===== src/rtl/flash_adc_pkg.sv =====
// Shared constants for the flash converter pipeline and its capture end
package flash_adc_pkg;
  localparam int COMP_COUNT = 63;
  localparam int CODE_BITS = 6;
  localparam int LOW_BITS = 5;
  localparam int CLK_PERIOD_NS = 10;
  localparam int SAMPLING_DELAY_NS = 5;
  localparam int SAMPLING_DELAY_CYC =
    (SAMPLING_DELAY_NS + CLK_PERIOD_NS - 1) / CLK_PERIOD_NS;
  localparam int STROBE_LOW_MIN_NS = 3;
  localparam int STROBE_HIGH_MIN_NS = 5;
  localparam int STROBE_LOW_CYC =
    (STROBE_LOW_MIN_NS + CLK_PERIOD_NS - 1) / CLK_PERIOD_NS;
  localparam int STROBE_HIGH_CYC =
    (STROBE_HIGH_MIN_NS + CLK_PERIOD_NS - 1) / CLK_PERIOD_NS;
  localparam int FIFO_DEPTH = 4;
  localparam logic [5:0] CODE_TOP = 6'h00;
  localparam logic [5:0] CODE_BOTTOM = 6'h3F;
endpackage


===== src/rtl/flash_adc_if.sv =====
// Link between converter end and capture end
`timescale 1ns/1ns
`default_nettype none
interface flash_adc_if;
  logic strobe_p;
  logic strobe_n;
  logic msb_out;
  logic msb_n_out;
  logic [4:0] lower_code_bits;
  modport sample_strobe (input strobe_p, input strobe_n, output msb_out,
    output msb_n_out, output lower_code_bits);
  modport capt (output strobe_p, output strobe_n, input msb_out,
    input msb_n_out, input lower_code_bits);
endinterface
`default_nettype wire


===== src/rtl/word_fifo.sv =====
// Small valid/ready FIFO for captured words
`timescale 1ns/1ns
`default_nettype none
module word_fifo #(
  parameter int WIDTH = 6,
  parameter int DEPTH = 4
) (
  input wire logic ref_clk_in,
  input wire logic rst_n_in,
  input wire logic in_valid_in,
  output logic in_ready_out,
  input wire logic [WIDTH-1:0] in_data_in,
  output logic out_valid_out,
  input wire logic out_ready_in,
  output logic [WIDTH-1:0] out_data_out
);
  localparam int AW = (DEPTH > 1) ? $clog2(DEPTH) : 1;
  // Wrap-bit pointers only work for a power-of-two depth
  if (DEPTH < 2 || (DEPTH & (DEPTH - 1)) != 0 || WIDTH < 1) begin
    $error("word_fifo: DEPTH must be a power of two >= 2");
  end
  logic [WIDTH-1:0] mem [DEPTH];
  logic [AW:0] wr_ptr_reg;
  logic [AW:0] rd_ptr_reg;
  logic push;
  logic pop;
  // Full when pointers differ only in wrap bit
  assign in_ready_out = !((wr_ptr_reg[AW] != rd_ptr_reg[AW]) &&
    (wr_ptr_reg[AW-1:0] == rd_ptr_reg[AW-1:0]));
  assign out_valid_out = (wr_ptr_reg != rd_ptr_reg);
  assign push = in_valid_in && in_ready_out;
  assign pop = out_valid_out && out_ready_in;
  assign out_data_out = mem[rd_ptr_reg[AW-1:0]];
  // Storage has no reset; only pointers matter
  always_ff @(posedge ref_clk_in) begin
    if (push) begin
      mem[wr_ptr_reg[AW-1:0]] <= in_data_in;
    end
  end
  // Pointer update
  always_ff @(posedge ref_clk_in or negedge rst_n_in) begin
    if (!rst_n_in) begin
      wr_ptr_reg <= '0;
      rd_ptr_reg <= '0;
    end else begin
      if (push) wr_ptr_reg <= wr_ptr_reg + 1'b1;
      if (pop) rd_ptr_reg <= rd_ptr_reg + 1'b1;
    end
  end
endmodule
`default_nettype wire


===== src/rtl/flash_adc_capture.sv =====
// Capture end: makes the strobe pair and latches converter words
`timescale 1ns/1ns
`default_nettype none
module flash_adc_capture #(
  parameter int LOW_CYC = flash_adc_pkg::STROBE_LOW_CYC,
  parameter int HIGH_CYC = flash_adc_pkg::STROBE_HIGH_CYC
) (
  input wire logic ref_clk_in,
  input wire logic rst_n_in,
  input wire logic run_in,
  input wire logic twos_comp_in,
  flash_adc_if.capt link,
  output logic word_valid_out,
  input wire logic word_ready_in,
  output logic [5:0] word_data_out,
  output logic overflow_out
);
  // Width counter is eight bits, so longer phases cannot be timed
  if (LOW_CYC < flash_adc_pkg::STROBE_LOW_CYC ||
      HIGH_CYC < flash_adc_pkg::STROBE_HIGH_CYC ||
      LOW_CYC > 256 || HIGH_CYC > 256) begin
    $error("flash_adc_capture: strobe widths out of range");
  end
  logic strobe_reg;
  logic [7:0] width_cnt_reg;
  logic [1:0] fill_reg;
  logic [5:0] cap_word_reg;
  logic cap_valid_reg;
  logic fifo_ready;
  logic [5:0] sample_word;
  logic [5:0] m1_reg, m2_reg;
  logic rise;
  ////////////////////////////////////////////////////////////////////////
  // Strobe divider: low then high, never faster than one cycle each
  always_ff @(posedge ref_clk_in or negedge rst_n_in) begin
    if (!rst_n_in) begin
      strobe_reg <= 1'b0;
      width_cnt_reg <= 8'h00;
    end else if (!run_in && !strobe_reg) begin
      width_cnt_reg <= 8'h00;
    end else if (!strobe_reg && width_cnt_reg >= 8'(LOW_CYC - 1)) begin
      strobe_reg <= 1'b1;
      width_cnt_reg <= 8'h00;
    end else if (strobe_reg && width_cnt_reg >= 8'(HIGH_CYC - 1)) begin
      strobe_reg <= 1'b0;
      width_cnt_reg <= 8'h00;
    end else begin
      width_cnt_reg <= width_cnt_reg + 8'h01;
    end
  end
  // Both strobe lines always driven as a true/complement pair
  assign link.strobe_p = strobe_reg;
  assign link.strobe_n = ~strobe_reg;
  assign rise = run_in && !strobe_reg &&
    width_cnt_reg >= 8'(LOW_CYC - 1);
  // Swap of the MSB pair selects offset two's complement
  assign sample_word = {twos_comp_in ? link.msb_n_out : link.msb_out,
    link.lower_code_bits};
  ////////////////////////////////////////////////////////////////////////
  // Converter lines come from another part: two flops before use
  always_ff @(posedge ref_clk_in or negedge rst_n_in) begin
    if (!rst_n_in) begin
      m1_reg <= 6'h00;
      m2_reg <= 6'h00;
    end else begin
      m1_reg <= sample_word;
      m2_reg <= m1_reg;
    end
  end
  // Take the previous result at each strobe rising edge; skip the
  // first three edges since the pipeline holds nothing valid yet
  always_ff @(posedge ref_clk_in or negedge rst_n_in) begin
    if (!rst_n_in) begin
      fill_reg <= 2'h0;
      cap_word_reg <= 6'h00;
      cap_valid_reg <= 1'b0;
    end else begin
      cap_valid_reg <= 1'b0;
      if (rise) begin
        if (fill_reg != 2'h3) fill_reg <= fill_reg + 2'h1;
        if (fill_reg == 2'h3) begin
          cap_word_reg <= m2_reg;
          cap_valid_reg <= 1'b1;
        end
      end
    end
  end
  // Dropped word when downstream stalls and the FIFO is full
  always_ff @(posedge ref_clk_in or negedge rst_n_in) begin
    if (!rst_n_in) overflow_out <= 1'b0;
    else if (cap_valid_reg && !fifo_ready) overflow_out <= 1'b1;
  end
  word_fifo #(.WIDTH(6), .DEPTH(flash_adc_pkg::FIFO_DEPTH)) u_fifo (
    .ref_clk_in(ref_clk_in),
    .rst_n_in(rst_n_in),
    .in_valid_in(cap_valid_reg),
    .in_ready_out(fifo_ready),
    .in_data_in(cap_word_reg),
    .out_valid_out(word_valid_out),
    .out_ready_in(word_ready_in),
    .out_data_out(word_data_out)
  );
endmodule
`default_nettype wire


===== src/flat_wrapper.sv =====
// flat-port wrapper written by rule: the top's interface ports become plain ports
module flash_adc_capture_flat 
#(
  parameter int LOW_CYC = flash_adc_pkg::STROBE_LOW_CYC,
  parameter int HIGH_CYC = flash_adc_pkg::STROBE_HIGH_CYC
)
  (ref_clk_in, rst_n_in, run_in, twos_comp_in, word_valid_out, word_ready_in, word_data_out, overflow_out, link_strobe_p, link_strobe_n, link_msb_out, link_msb_n_out, link_lower_code_bits);
  flash_adc_if link_i ();
  input wire logic ref_clk_in;
  input wire logic rst_n_in;
  input wire logic run_in;
  input wire logic twos_comp_in;
  output logic word_valid_out;
  input wire logic word_ready_in;
  output logic [5:0] word_data_out;
  output logic overflow_out;
  output wire logic [$bits(link_i.strobe_p)-1:0] link_strobe_p;
  output wire logic [$bits(link_i.strobe_n)-1:0] link_strobe_n;
  input wire logic [$bits(link_i.msb_out)-1:0] link_msb_out;
  input wire logic [$bits(link_i.msb_n_out)-1:0] link_msb_n_out;
  input wire logic [$bits(link_i.lower_code_bits)-1:0] link_lower_code_bits;
  assign link_strobe_p = link_i.strobe_p;
  assign link_strobe_n = link_i.strobe_n;
  assign link_i.msb_out = link_msb_out;
  assign link_i.msb_n_out = link_msb_n_out;
  assign link_i.lower_code_bits = link_lower_code_bits;
  flash_adc_capture #(.LOW_CYC(LOW_CYC), .HIGH_CYC(HIGH_CYC)) u_core (.ref_clk_in(ref_clk_in), .rst_n_in(rst_n_in), .run_in(run_in), .twos_comp_in(twos_comp_in), .link(link_i), .word_valid_out(word_valid_out), .word_ready_in(word_ready_in), .word_data_out(word_data_out), .overflow_out(overflow_out));
endmodule

===== config.mk =====
export PLATFORM = sky130hd
export DESIGN_NAME = flash_adc_capture_flat
export DESIGN_NICKNAME = d
export VERILOG_FILES = /design/src/rtl/flash_adc_pkg.sv /design/src/rtl/flash_adc_if.sv /design/src/rtl/word_fifo.sv /design/src/rtl/flash_adc_capture.sv /design/src/flat_wrapper.sv
export SDC_FILE = /design/constraint.sdc
export NUM_CORES = 1
export LEC_CHECK = 0
export BUFFER_PORTS_ARGS = -buffer_cell sky130_fd_sc_hd__buf_2
export CELL_PAD_IN_SITES_DETAIL_PLACEMENT = 0
export CELL_PAD_IN_SITES_GLOBAL_PLACEMENT = 2
export CORE_ASPECT_RATIO = 1.25
export CORE_MARGIN = 2
export CORE_UTILIZATION = 45
export DETAILED_ROUTE_END_ITERATION = 10
export PLACE_DENSITY = 0.88
export SYNTH_ARGS = -nofsm -noshare
export SYNTH_HDL_FRONTEND = slang
export SYNTH_SLANG_ARGS = --single-unit

===== constraint.sdc =====
create_clock -name ref_clk_in -period 4.6 [get_ports ref_clk_in]
set_clock_uncertainty 0.2 [all_clocks]
set_input_delay 0.46 -clock ref_clk_in [delete_from_list [all_inputs] [get_ports ref_clk_in]]
set_output_delay 0.46 -clock ref_clk_in [all_outputs]
set_load 0.005 [all_outputs]

Word level (Yosys, flattened, before mapping)
Memories as Yosys holds them, arrays and structs flattened. Index checks and enable logic that the tools add are counted.

Flip-flop bits (word level): 37. Output and inout port bits: 10. Logic and storage cells: 49. Input port bits: 12. Bits in writable memories: 24. Memories kept: 1.

Mux-type cells: 10. Bitwise logic cells: 2. Equality and inequality tests: 5. $lt $le $gt $ge: 1. Add/sub/neg operators: 4. Reduce and logical (&&, ||, !) cells: 16.

Memory list: u_core.u_fifo.mem (depth 4, bits a word 6, read ports 1, clocked after memory_dff 0, wr ports 1, line word_fifo.sv:22) `logic [WIDTH-1:0] mem [DEPTH];`.

Operators with widths (count): $mux W8 (3); $logic_and A1 B1 Y1 (9); $add A8 B1 Y8 const B (1); $ge A8 B1 Y1 const B (1); $mux W1 (7); $add A3 B1 Y3 const B (2); $reduce_and A2 Y1 (3); $logic_not A1 Y1 (3); $ne A3 B3 Y1 (1); $add A2 B1 Y2 const B (1); $eq A2 B2 Y1 (1); $eq A2 B2 Y1 const B (1); $ne A2 B2 Y1 const B (1); $not A1 Y1 (2); $reduce_bool A2 Y1 (1); $ne A1 B1 Y1 (1).

Longest topological paths before layout
Depth in word-level cells: 6. Gate-level depth with buffers: 5. Depth with buffers taken out: 5.

Cells and area by module
A second synthesis with hierarchy kept.

Cells, all modules: 118. Area, all modules: 2104.5 um^2.

Modules (own cells, without submodules): word_fifo (times used 1, sequential area each 870.8 um^2, area each 1337.5 um^2, cells an instance 78); flash_adc_capture (times used 1, sequential area each 575.6 um^2, area each 767.0 um^2, cells an instance 40).

Worst setup path after synthesis
OpenSTA, ideal clock, no wires.

Kind: reg2reg. Start: register u_core.u_fifo.rd_ptr_reg[1]. End: memory u_core.u_fifo.mem[0][0], enable pin. Path buffers: 1. Setup time: 0.320 ns. Stages on the path, launching flop included: 5. Data required time: 4.080 ns. Path slack: 2.756 ns. Data arrival time: 1.324 ns. Period minus slack after synthesis: 1.844 ns. Path through: dfrtp_1 buf_4 xor2_1 or3_4 and3_1.

Cells in the longest elaborated chain, start to end: 6.

Ends and longest elaborated chain: start: declaration (line word_fifo.sv:24) `logic [AW:0] rd_ptr_reg;`; start signal: assignment (line word_fifo.sv:47) `if (pop) rd_ptr_reg <= rd_ptr_reg + 1'b1;`; $eq A2 B2 Y1 (line word_fifo.sv:29) `(wr_ptr_reg[AW-1:0] == rd_ptr_reg[AW-1:0]));`; $logic_and A1 B1 Y1 (line word_fifo.sv:28) `assign in_ready_out = !((wr_ptr_reg[AW] != rd_ptr_reg[AW]) &&`; $logic_not A1 Y1 (line word_fifo.sv:28); $logic_and A1 B1 Y1 (line word_fifo.sv:31) `assign push = in_valid_in && in_ready_out;`; $mux W1 (line word_fifo.sv:36) `if (push) begin`; $mux W1 (implied by the code) (line word_fifo.sv:37) `mem[wr_ptr_reg[AW-1:0]] <= in_data_in;`; end: declaration (line word_fifo.sv:22).

Every way passes these cells.

Worst setup path in the final report
Start: register u_core.u_fifo.rd_ptr_reg[0]. End: output port word_valid_out.

Cells in the longest elaborated chain, start to end: 1.

Ends and longest elaborated chain: $ne A3 B3 Y1 (line word_fifo.sv:30) `assign out_valid_out = (wr_ptr_reg != rd_ptr_reg);`; end: declaration (line flat_wrapper.sv:13) `output logic word_valid_out;`.

Every way passes these cells.

==> results.toml <==
[outcome]
status = "complete, no violations"

[clocking]
clock_path_buffers = 2
clk_latency_ns = 0.29
htreeDepth = 2
cts-root-buf = "clkbuf_8"
cts.repair.resized = 0
clock-sinks = 53
numCtsBuffers = 5
clk_pin_slew_ns = 0.09
cts_tree = "done"

[pwr]
total_power_mw = 1.36
p_leak_nw = 0.954
ir_drop_uv = 281
p_per_area_mw_per_mm2 = 582

[global_routing]
top_usage_layer = "met2"
overflow = 0
grt_util_met2_pct = 20.8
grt_max_degree = 30
track_usage_pct = 12.8
grt_pass1_vias = 1016
met1_usage_pct = 16.2
grt_use_met3_pct = 3.39
antenna_found_initial = 0
grt_pass1_wl_mm = 4.86

[placed_design]
placed_cell_area_mm2 = 0.00221
dp_hpwl_mm = 2.01
routabilityCongestion = 0.711
post-place-ws_ns = 2.40
portBuffers = 21

[sta]
rsz0062_at_grt = "false"
slew_headroom_pct = 58.8
hold_viol = 0
fin_crit_ns = 2.44
setup_viol = 0
fin_ws_ns = 2.16
tightest_slew_ns = 0.618
whs_ns = 0.0663
final-max-slew-violation-count = 0
finalSetupTns_ns = 0
fin_crit_sh_pct = 53.0
fmax_ghz = 0.410

[detailed_routing]
ant_nets = 0
dr_total_vias = 1000
wl_per_cell_um = 14.0
drt_iter0_markers = 29
wl_mm = 2.84
drcViolationCount = 0
first_pass_iters = 4
viasPerCell = 4.93

[setup_path]
r2r-end = "u_core.u_fifo.mem[1][2]"
crit_arrival_ns = 1.78
criticalPathCategory = "register to output pin"
endpoint = "word_valid_out"
crit_path_end_kind = "output pin"
cp_max_fo = 10
required_ns = 3.94
worst-r2r-cell-count = 3
worstReg2RegStart = "u_core.u_fifo.rd_ptr_reg[1]"
cp-start-kind = "register"
crit_start = "u_core.u_fifo.rd_ptr_reg[0]"
r2r_slack_ns = 2.42

[logic_synthesis]
syn_avg_cell_area_um2 = 17.5
syn-num-nets = 135
ys_types = 23
netlist_instances = 117
synth-seq-area-share_pct = 70.7
syn_area_mm2 = 0.00205
ys_seq_elements = 53
yosysWarnings = 0

[floorplan]
initial_core_util_pct = 46.6
dieArea_mm2 = 0.00511
core_mm2 = 0.00439
rows = 27
ioPinCount = 22
dieWidth_um = 64.3
die_h_um = 79.4

[finish]
drive_gt1_share_pct = 31.7
diodes = 0
postLayoutCellArea_mm2 = 0.00233
fill_cells = 388
largest_reg_flops = 24
area_growth_pct = 13.7
layout.nets = 162

[run]
cap_violations = 0

[min_path]
hold_path.class = "primary input to register"
[cell usage after synthesis]
library cell,instances,area share [%]
or3_1,1,0.31
nand2_1,3,0.55
mux2_2,8,4.4
a21oi_1,4,0.98
xnor2_1,4,1.7
o31ai_1,5,1.8
nor2b_1,2,0.61
or3_4,1,0.55
nor3_1,1,0.24
mux4_2,6,6.6
and3_1,3,0.92
dfrtp_1,29,35
nand2b_1,2,0.61
inv_1,6,1.1
o311a_2,1,0.55
o21a_1,1,0.37
edfxtp_1,24,35
buf_4,2,0.73
o21bai_1,1,0.37
xor2_2,1,0.79
ha_1,6,3.7
xor2_1,4,1.7
a211oi_1,2,0.73
[critical path, stage by stage, from the launching register on]
cell and delay, ns:
dfrtp_1 0.71, xor2_2 0.25, or3_1 0.39, buf_2 0.13
[per-stage QoR]
step                      std cells  util (%)
after floorplan                 117         -
after global placement          194      50.3
after detailed placement        194      50.3
after CTS                       203      53.0
after global routing            203      53.0
final                           203      53.0
[report_power, final]
| part | internal [mW] | switching [mW] |
|---|---|---|
| Sequential | 0.612 | 0.111 |
| Combinational | 0.194 | 0.157 |
| Clock | 0.143 | 0.137 |
[area by class of cell]
type                    count  area, um2  share of cell area, %
clock buffers               7       98.8                   4.25
clock inverters             1       8.76                  0.376
multi-input cells          56        563                   24.2
inverters                   6       22.5                  0.968
well taps                  58       72.6                   3.12
repair buffers             22        115                   4.95
flip-flops and latches     53       1450                   62.2
[cells in the final DEF (no fill, tap or decap), types with 4 or more instances in the layout]
cell      count
mux4_2        6
o31ai_1       5
dfrtp_1      29
a21oi_1       4
mux2_2        8
clkbuf_8      5
buf_2        21
inv_1         6
edfxtp_1     24
ha_1          6
xor2_1        4
xnor2_1       4
[worst min path at each step]
stage	from	slack [ns]	to	depth (start not counted)
finish	link_lower_code_bits[3]	0.07	u_core.m1_reg[3]	1
global placement	u_core.m1_reg[1]	0.13	u_core.m2_reg[1]	0
CTS	link_lower_code_bits[3]	0.05	u_core.m1_reg[3]	1
detailed placement	u_core.m1_reg[4]	0.13	u_core.m2_reg[4]	0
floorplan	rst_n_in	-0.04	u_core.cap_valid_reg	0
global route	link_lower_code_bits[4]	0.04	u_core.m1_reg[4]	1
[cells by family (layout without fill, tap and decap cells)]
family / count (synthesis) / count (layout) / share of synthesized area, %
DFF: 53 / 53 / 70.7
AOI/OAI and AO/OA: 14 / 14 / 4.83
muxes: 14 / 14 / 11.0
and+or+nand+nor: 13 / 13 / 3.79
xor gates and xnor gates: 9 / 9 / 4.22
buffers and inverters: 8 / 36 / 1.83
adders and majority gates: 6 / 6 / 3.67
[repair_timing]
item	CTS	global route
hold buffers	1	0
endpoints found under the hold margin	29	0
buffers inserted	0	0
[per-layer routing]
layer	routed length, um	part of all wire [%]	vias to the layer above
met2	1440	51	22
met5	0	0	-
met3	110	3.9	2
met1	1260	44	492
met4	25	0.88	0
li1	-	-	484
Note: power is estimated with default switching activity, not from simulation.
